==> src/include/pfm_pkg.sv <==
// Behaviour
// - Open-drain select bit 1 gives open-drain pin, 0 push-pull; resets 0.
// - Pin 7 is channel 4 transmit when enabled, else general I/O by direction.
// - Pin 6 is channel 4 receive input when enabled, else general I/O.
// - Pin 5 gives channel 1/4 clock in/out per clock enables; interrupt 5 sensed.
// - Pin 4 is channel 1 receive input when enabled, else general I/O.
// - Pin 3 is channel 1 transmit when enabled, else general I/O.
// - Pin 2 gives channel 0 clock in/out per clock enables; interrupt 4 sensed.
// - Open-drain select on pin 5 or 2 also makes serial clock open-drain.
// - Pin 1 is channel 0 receive input when enabled, else general I/O.
// - Pin 0 is channel 0 transmit when enabled, else general I/O.
// - General output with open-drain select drives only low, else releases.
// - Direction 1 output, 0 input; write-only, resets 0, reads undefined.
// - Data register holds general output values; resets 0.
// - State read gives data bit where direction 1, pin level otherwise.
package pfm_pkg;
    localparam int PFM_ADDR_W = 4;
    localparam int PFM_PORT_W = 8;

    localparam logic [3:0] PFM_DIR_OFS   = 4'h0;
    localparam logic [3:0] PFM_DATA_OFS  = 4'h1;
    localparam logic [3:0] PFM_STATE_OFS = 4'h2;
    localparam logic [3:0] PFM_ODSEL_OFS = 4'h3;

    localparam logic [7:0] PFM_DIR_RST   = 8'h00;
    localparam logic [7:0] PFM_DATA_RST  = 8'h00;
    localparam logic [7:0] PFM_ODSEL_RST = 8'h00;
    localparam logic [7:0] PFM_DIR_RDVAL = 8'h00;

    localparam int PFM_PIN_CH0_TX  = 0;
    localparam int PFM_PIN_CH0_RX  = 1;
    localparam int PFM_PIN_CH0_CLK = 2;
    localparam int PFM_PIN_CH1_TX  = 3;
    localparam int PFM_PIN_CH1_RX  = 4;
    localparam int PFM_PIN_CH14_CLK = 5;
    localparam int PFM_PIN_CH4_RX  = 6;
    localparam int PFM_PIN_CH4_TX  = 7;
endpackage

==> src/logic/pfm_pin_cell.sv <==
`timescale 1ns/10ps
module pfm_pin_cell
    import pfm_pkg::*;
(
    input  wire logic ref_clk,
    input  wire logic nrst,
    input  wire logic drive_en,
    input  wire logic drive_val,
    input  wire logic open_drain,
    output logic      pin_out,
    output logic      pin_oe
);
    wire logic out_nxt;
    wire logic oe_nxt;

    // Open drain: only low is driven, high releases the pin
    assign out_nxt = open_drain ? 1'b0 : drive_val;
    assign oe_nxt  = drive_en & (~open_drain | ~drive_val);

    always_ff @(posedge ref_clk or negedge nrst) begin
        if (!nrst) begin
            pin_out <= 1'b0;
            pin_oe  <= 1'b0;
        end else begin
            pin_out <= out_nxt;
            pin_oe  <= oe_nxt;
        end
    end
endmodule

==> src/logic/pfm_port_mux.sv <==
// Local design decisions: strobed register access and the placing of the registers.
`timescale 1ns/10ps
module pfm_port_mux
    import pfm_pkg::*;
(
    input  wire logic                  ref_clk,
    input  wire logic                  nrst,
    input  wire logic [PFM_ADDR_W-1:0] reg_addr,
    input  wire logic [7:0]            reg_wdata,
    input  wire logic                  reg_wr,
    input  wire logic                  reg_rd,
    output logic      [7:0]            reg_rdata,
    input  wire logic                  ch0_transmit_enable,
    input  wire logic                  ch0_receive_enable,
    input  wire logic                  ch0_clock_enable_low,
    input  wire logic                  ch0_clock_enable_high,
    input  wire logic                  ch0_sync_mode,
    input  wire logic                  ch0_transmit_out,
    input  wire logic                  ch0_serial_clock_out,
    input  wire logic                  ch1_transmit_enable,
    input  wire logic                  ch1_receive_enable,
    input  wire logic                  ch1_clock_enable_low,
    input  wire logic                  ch1_clock_enable_high,
    input  wire logic                  ch1_sync_mode,
    input  wire logic                  ch1_transmit_out,
    input  wire logic                  ch1_serial_clock_out,
    input  wire logic                  ch4_transmit_enable,
    input  wire logic                  ch4_receive_enable,
    input  wire logic                  ch4_clock_enable_low,
    input  wire logic                  ch4_clock_enable_high,
    input  wire logic                  ch4_sync_mode,
    input  wire logic                  ch4_transmit_out,
    input  wire logic                  ch4_serial_clock_out,
    output logic                       ch0_receive_in,
    output logic                       ch0_serial_clock,
    output logic                       ch1_receive_in,
    output logic                       ch1_serial_clock,
    output logic                       ch4_receive_in,
    output logic                       ch4_serial_clock,
    output logic                       ext_interrupt_4,
    output logic                       ext_interrupt_5,
    input  wire logic [PFM_PORT_W-1:0] pin_in,
    output logic      [PFM_PORT_W-1:0] pin_out,
    output logic      [PFM_PORT_W-1:0] pin_oe
);
    // Clock pin drives out: external clock not enabled, and internal clock enabled or synchronous mode
    function automatic logic clk_drives(input logic clock_enable_low, input logic clock_enable_high,
                                        input logic sync);
        clk_drives = ~clock_enable_high & (clock_enable_low | sync);
    endfunction

    logic [7:0] port_direction_reg_r;
    logic [7:0] port_output_value_reg_r;
    logic [7:0] port_open_drain_select_r;
    logic [7:0] rdata_nxt;

    wire logic       wr_dir;
    wire logic       wr_data;
    wire logic       wr_odsel;
    wire logic [7:0] state_view;
    wire logic       ch0_clk_out;
    wire logic       ch1_clk_out;
    wire logic       ch4_clk_out;
    wire logic       ch14_clk_out;
    wire logic       ch0_clk_in;
    wire logic       ch14_clk_in;
    wire logic [7:0] serial_drive;
    wire logic [7:0] serial_owns;
    wire logic [7:0] serial_val;
    wire logic [7:0] drive_en;
    wire logic [7:0] drive_val;

    assign wr_dir   = reg_wr && (reg_addr == PFM_DIR_OFS);
    assign wr_data  = reg_wr && (reg_addr == PFM_DATA_OFS);
    assign wr_odsel = reg_wr && (reg_addr == PFM_ODSEL_OFS);

    always_ff @(posedge ref_clk or negedge nrst) begin
        if (!nrst) begin
            port_direction_reg_r <= PFM_DIR_RST;
        end else if (wr_dir) begin
            port_direction_reg_r <= reg_wdata;
        end
    end

    always_ff @(posedge ref_clk or negedge nrst) begin
        if (!nrst) begin
            port_output_value_reg_r <= PFM_DATA_RST;
        end else if (wr_data) begin
            port_output_value_reg_r <= reg_wdata;
        end
    end

    always_ff @(posedge ref_clk or negedge nrst) begin
        if (!nrst) begin
            port_open_drain_select_r <= PFM_ODSEL_RST;
        end else if (wr_odsel) begin
            port_open_drain_select_r <= reg_wdata;
        end
    end

    // Pin-state view: output data for outputs, live level for inputs
    assign state_view = (port_direction_reg_r & port_output_value_reg_r)
                      | (~port_direction_reg_r & pin_in);

    always_comb begin
        rdata_nxt = 8'h00;
        if (reg_rd) begin
            unique case (reg_addr)
                PFM_DIR_OFS:   rdata_nxt = PFM_DIR_RDVAL;
                PFM_DATA_OFS:  rdata_nxt = port_output_value_reg_r;
                PFM_STATE_OFS: rdata_nxt = state_view;
                PFM_ODSEL_OFS: rdata_nxt = port_open_drain_select_r;
                default:       rdata_nxt = 8'h00;
            endcase
        end
    end

    // Clock pin decoding for channel 0 and shared channel 1/4 pin
    assign ch0_clk_out  = clk_drives(ch0_clock_enable_low,
                                     ch0_clock_enable_high,
                                     ch0_sync_mode);
    assign ch1_clk_out  = clk_drives(ch1_clock_enable_low,
                                     ch1_clock_enable_high,
                                     ch1_sync_mode);
    assign ch4_clk_out  = clk_drives(ch4_clock_enable_low,
                                     ch4_clock_enable_high,
                                     ch4_sync_mode);
    assign ch14_clk_out = ch1_clk_out | ch4_clk_out;
    assign ch0_clk_in   = ch0_clock_enable_high;
    assign ch14_clk_in  = ch1_clock_enable_high
                        | ch4_clock_enable_high;

    // Pins taken by a serial channel driving out
    assign serial_drive[PFM_PIN_CH0_TX]   = ch0_transmit_enable;
    assign serial_drive[PFM_PIN_CH0_RX]   = 1'b0;
    assign serial_drive[PFM_PIN_CH0_CLK]  = ch0_clk_out;
    assign serial_drive[PFM_PIN_CH1_TX]   = ch1_transmit_enable;
    assign serial_drive[PFM_PIN_CH1_RX]   = 1'b0;
    assign serial_drive[PFM_PIN_CH14_CLK] = ch14_clk_out;
    assign serial_drive[PFM_PIN_CH4_RX]   = 1'b0;
    assign serial_drive[PFM_PIN_CH4_TX]   = ch4_transmit_enable;

    // Pins taken by a serial channel as an input
    assign serial_owns[PFM_PIN_CH0_TX]   = 1'b0;
    assign serial_owns[PFM_PIN_CH0_RX]   = ch0_receive_enable;
    assign serial_owns[PFM_PIN_CH0_CLK]  = ch0_clk_in;
    assign serial_owns[PFM_PIN_CH1_TX]   = 1'b0;
    assign serial_owns[PFM_PIN_CH1_RX]   = ch1_receive_enable;
    assign serial_owns[PFM_PIN_CH14_CLK] = ch14_clk_in;
    assign serial_owns[PFM_PIN_CH4_RX]   = ch4_receive_enable;
    assign serial_owns[PFM_PIN_CH4_TX]   = 1'b0;

    // Channel 1 wins should both clocks be enabled on the shared pin
    assign serial_val[PFM_PIN_CH0_TX]   = ch0_transmit_out;
    assign serial_val[PFM_PIN_CH0_RX]   = 1'b0;
    assign serial_val[PFM_PIN_CH0_CLK]  = ch0_serial_clock_out;
    assign serial_val[PFM_PIN_CH1_TX]   = ch1_transmit_out;
    assign serial_val[PFM_PIN_CH1_RX]   = 1'b0;
    assign serial_val[PFM_PIN_CH14_CLK] = ch1_clk_out ?
                                          ch1_serial_clock_out :
                                          ch4_serial_clock_out;
    assign serial_val[PFM_PIN_CH4_RX]   = 1'b0;
    assign serial_val[PFM_PIN_CH4_TX]   = ch4_transmit_out;

    genvar gi;
    generate
        for (gi = 0; gi < PFM_PORT_W; gi++) begin : g_pin
            // Serial output overrides; else direction picks general I/O
            assign drive_en[gi]  = serial_drive[gi] |
                                   (~serial_owns[gi] &
                                    port_direction_reg_r[gi]);
            assign drive_val[gi] = serial_drive[gi] ? serial_val[gi] :
                                   port_output_value_reg_r[gi];
            // Open-drain applies to serial and general outputs alike
            pfm_pin_cell u_cell (
                .ref_clk    (ref_clk),
                .nrst       (nrst),
                .drive_en   (drive_en[gi]),
                .drive_val  (drive_val[gi]),
                .open_drain (port_open_drain_select_r[gi]),
                .pin_out    (pin_out[gi]),
                .pin_oe     (pin_oe[gi])
            );
        end
    endgenerate

    // Read data stand one cycle after the strobe, zero otherwise
    always_ff @(posedge ref_clk or negedge nrst) begin
        if (!nrst) begin
            reg_rdata <= 8'h00;
        end else begin
            reg_rdata <= rdata_nxt;
        end
    end

    // Receivers idle high until the pins are sensed
    always_ff @(posedge ref_clk or negedge nrst) begin
        if (!nrst) begin
            ch0_receive_in <= 1'b1;
        end else begin
            ch0_receive_in <= pin_in[PFM_PIN_CH0_RX];
        end
    end

    always_ff @(posedge ref_clk or negedge nrst) begin
        if (!nrst) begin
            ch1_receive_in <= 1'b1;
        end else begin
            ch1_receive_in <= pin_in[PFM_PIN_CH1_RX];
        end
    end

    always_ff @(posedge ref_clk or negedge nrst) begin
        if (!nrst) begin
            ch4_receive_in <= 1'b1;
        end else begin
            ch4_receive_in <= pin_in[PFM_PIN_CH4_RX];
        end
    end

    // Clock pins always follow the pin level
    always_ff @(posedge ref_clk or negedge nrst) begin
        if (!nrst) begin
            ch0_serial_clock <= 1'b0;
        end else begin
            ch0_serial_clock <= pin_in[PFM_PIN_CH0_CLK];
        end
    end

    always_ff @(posedge ref_clk or negedge nrst) begin
        if (!nrst) begin
            ch1_serial_clock <= 1'b0;
        end else begin
            ch1_serial_clock <= pin_in[PFM_PIN_CH14_CLK];
        end
    end

    always_ff @(posedge ref_clk or negedge nrst) begin
        if (!nrst) begin
            ch4_serial_clock <= 1'b0;
        end else begin
            ch4_serial_clock <= pin_in[PFM_PIN_CH14_CLK];
        end
    end

    // Interrupt inputs are sensed whatever the pin function
    always_ff @(posedge ref_clk or negedge nrst) begin
        if (!nrst) begin
            ext_interrupt_4 <= 1'b0;
        end else begin
            ext_interrupt_4 <= pin_in[PFM_PIN_CH0_CLK];
        end
    end

    always_ff @(posedge ref_clk or negedge nrst) begin
        if (!nrst) begin
            ext_interrupt_5 <= 1'b0;
        end else begin
            ext_interrupt_5 <= pin_in[PFM_PIN_CH14_CLK];
        end
    end
endmodule

==> config.mk <==
export PLATFORM = sky130hd
export DESIGN_NAME = pfm_port_mux
export DESIGN_NICKNAME = d
export VERILOG_FILES = /design/src/include/pfm_pkg.sv /design/src/logic/pfm_pin_cell.sv /design/src/logic/pfm_port_mux.sv
export SDC_FILE = /design/constraint.sdc
export NUM_CORES = 1
export LEC_CHECK = 0
export ABC_AREA = 0
export BUFFER_PORTS_ARGS = -buffer_cell sky130_fd_sc_hd__buf_2
export CORE_MARGIN = 2
export CORE_UTILIZATION = 48
export CTS_BUF_LIST = sky130_fd_sc_hd__clkbuf_8 sky130_fd_sc_hd__clkbuf_16
export DETAILED_ROUTE_END_ITERATION = 10
export PLACE_DENSITY = 0.86
export REMOVE_ABC_BUFFERS = 1
export SLEW_MARGIN = 25
export SYNTH_ARGS = -nofsm -noshare
export SYNTH_HDL_FRONTEND = slang
export SYNTH_SLANG_ARGS = --single-unit
==> constraint.sdc <==
create_clock -name ref_clk -period 1.54 [get_ports ref_clk]
set_clock_uncertainty 0.05 [all_clocks]
set_input_delay 0.077 -clock ref_clk [delete_from_list [all_inputs] [get_ports ref_clk]]
set_output_delay 0.077 -clock ref_clk [all_outputs]
set_load 0.02 [all_outputs]
==> flow_summary.ini <==
[floorplan]
io-pin-count = 77
die-area_mm2 = 0.005559
num_rows = 25
coreArea_mm2 = 0.004755
start_util_pct = 50.26
die_y_um = 74.56
die-width_um = 74.56

[worst_setup_path]
path_cells = nand2_1 > a21oi_1 > a31oi_1 > dlygate4sd3_1
slowest_delay_ns = 0.56
crit_path_end_kind = register
path_class = register to register
cp-start-kind = register
reg2reg_slack_ns = 0.14
slowest_stage = dlygate4sd3_1
required_ns = 1.68
cp_max_fo = 5
crit_arrival_ns = 1.54

[timing]
worst_pin_slew_ns = 0.5332
rsz0062_at_grt = false
fin_ws_ns = 0.1412
hold_viol = 0
finalCritPeriodShare_pct = 90.83
period_needed_ns = 1.399
fin_setup_tns_ns = 0
max-slew-margin-rel_pct = 64.38
fmax_mhz = 714.9
finalSetupViolCount = 0
slew_viol_final = 0

[drt]
drt-total-wl_mm = 4.788
drtIter0Drc = 103
via_per_inst = 4.913
avgRoutedWirePerCell_um = 14.29
drc = 0
vias = 1646
first_pass_iters = 4
ant_nets = 0

[synthesis]
avgSynthCellArea_um2 = 13.28
ys_types = 29
synth_edf_count = 0
synth.cell_area_mm2 = 0.002390
ys_seq_area_share_pct = 55.65
syn_inst = 180
synthFlopType = dfrtp_1
synth_seq_cells = 53
ys_warn_count = 0
synthArstFlopShare_pct = 100.0

[pwr]
p_int_uw = 2431
design_power_total_uw = 3400
p_clk_share_pct = 22.8
combPwrFrac_pct = 24.3
power.leakage_uw = 0.001474
p_sw_uw = 969.2
vdd_drop_max_uv = 395.3
swShare_pct = 28.51
p_per_area_mw_per_mm2 = 1118
p_seq_share_pct = 52.9

[global_route]
grt_overflow = 0
grt.total_usage_pct = 17.97
grt_pass1_wl_mm = 7.341
grt_start_max_net_pins = 54
antenna_found_initial = 0
grt_pass1_vias = 1623

[finish]
area_growth_pct = 27.23
final_cells = 335
multi_input_area_um2 = 864.6
n_fill_cell = 392
drive_above_1_share_pct = 50.75
diodes = 0
seq_area_mm2 = 0.001330
nets = 312
post-route-util_pct = 63.95

[placement]
port_buffers = 76
gp_congestion = 0.7785
dp_worst_setup_slack_ns = 0.1577
hpwl_mm = 3.233
dp.cells = 304

[clocking]
cts_max_level = 2
path_clk_slew_ns = 0.09
ctsResizeCount = 0
cts_buffer_depth = 2
hold_buffers = 23
root_buffer = clkbuf_8
cts_sinks = 53
cts_tree = yes
cts_setup_buffers = 0
clock_latency_ns = 0.31
cts_buffers = 5

[status]
status = finished, final reports clean

[flow_run]
max_cap_viol_count = 0

[hold_path]
holdCritPathClass = input port to register
power by group through the flow:
| stage | sequential [uW] | combinational [uW] | clock, uW |
|---|---|---|---|
| after floorplan | 1910 | 385 | 0 |
| final | 1800 | 826 | 776 |
| after global routing | 1830 | 902 | 846 |
| after detailed placement | 1820 | 776 | 0 |
| after global placement | 1820 | 753 | 0 |
| after CTS | 1800 | 831 | 788 |
cell usage after synthesis, types with 2 or more instances:
library cell / n / area share, %
buf_6: 2 / 0.94
nor3_1: 2 / 0.42
dfstp_2: 3 / 3.3
mux2i_1: 3 / 1.3
o21ai_0: 2 / 0.42
a22oi_1: 8 / 2.5
nor2_1: 14 / 2.2
dfrtp_1: 50 / 52
o22a_1: 2 / 0.73
nor2_4: 2 / 0.94
a21oi_1: 3 / 0.63
inv_1: 5 / 0.79
a211oi_1: 4 / 1.3
o21bai_1: 2 / 0.63
buf_4: 20 / 6.3
mux2_2: 41 / 19
nor2b_1: 5 / 1.3
registers in the layout, indices dropped and copies added (netlist names):
| name | count |
|---|---|
| g_pin.u_cell.pin_oe | 8 |
| g_pin.u_cell.pin_out | 8 |
| port_direction_reg_r | 8 |
| port_open_drain_select_r | 8 |
| port_output_value_reg_r | 8 |
| reg_rdata | 8 |
| ch0_receive_in | 1 |
| ch1_receive_in | 1 |
| ch4_receive_in | 1 |
| ch4_serial_clock | 1 |
| ext_interrupt_4 | 1 |
metal layers:
layer  global-route usage (%)  wire (um)  share of wire (%)
met5                        0          0                  0
met4                    6.746         65                1.4
met3                    5.149        253                5.3
met2                    29.60       2370                 49
met1                    22.56       2098                 44
layout make-up:
class	count	area share [%]
clock buffer	6	2.716
clock inverter	2	0.2469
inverter	5	0.6173
sequential	53	43.74
multi-input combinational	99	28.44
tap	67	2.757
timing repair buffer	103	21.48
kinds of logic (layout without fill, tap and decap cells):
family,count (synthesis),in the layout,synth area share [%]
AOI/OAI and AO/OA,25,25,7.592
and+or+nand+nor,30,30,8.011
muxes,44,44,20.58
DFF,53,53,55.65
buffers and inverters,28,116,8.167
worst paths after layout:
check                           cells past startpoint                 endpoint                        start
worst max register to register                      4   g_pin[7].u_cell.pin_oe  port_open_drain_select_r[7]
max in group asynchronous                           3           ch4_receive_in                         nrst
worst min-delay path                                3  g_pin[0].u_cell.pin_out             ch0_transmit_out
min in group asynchronous                           3   g_pin[2].u_cell.pin_oe                         nrst
worst max-delay path                                4   g_pin[7].u_cell.pin_oe  port_open_drain_select_r[7]
worst min register to register                      1  g_pin[2].u_cell.pin_out  port_open_drain_select_r[2]
placed cells by master, fill, tap and decap left out, drive strengths merged:
cell	n
buf	80
dfrtp	50
mux2	41
dlygate4sd3	23
nor2	16
a22oi	8
inv	7
clkbuf	6
nor2b	5
a211oi	4
mux2i	3
a21oi	3
dfstp	3
o22a	2
o21ai	2
nor3	2
o21bai	2
nand3b	1
or3b	1
or2	1
o21ba	1
a221oi	1
a2bb2oi	1
nand2	1
a31oi	1
and4b	1
nand4	1
nand3	1
through the flow:
step	hold WS (ns)	instance area, um2
2_1_floorplan	-0.2686	2213
3_3_place_gp	0.03867	2720
3_5_place_dp	0.03904	2720
4_1_cts	0.004350	3040
5_1_grt	0.01938	3040
6_report	0.003013	3040
critical path, delay by kind of cell (launching register included):
kind	cells	cell delay [ns]
flops	1	0.42
buf+inv	1	0.56
compound gates	2	0.19
simple gates	1	0.07
No activity file was read; power rests on OpenSTA's default activity.
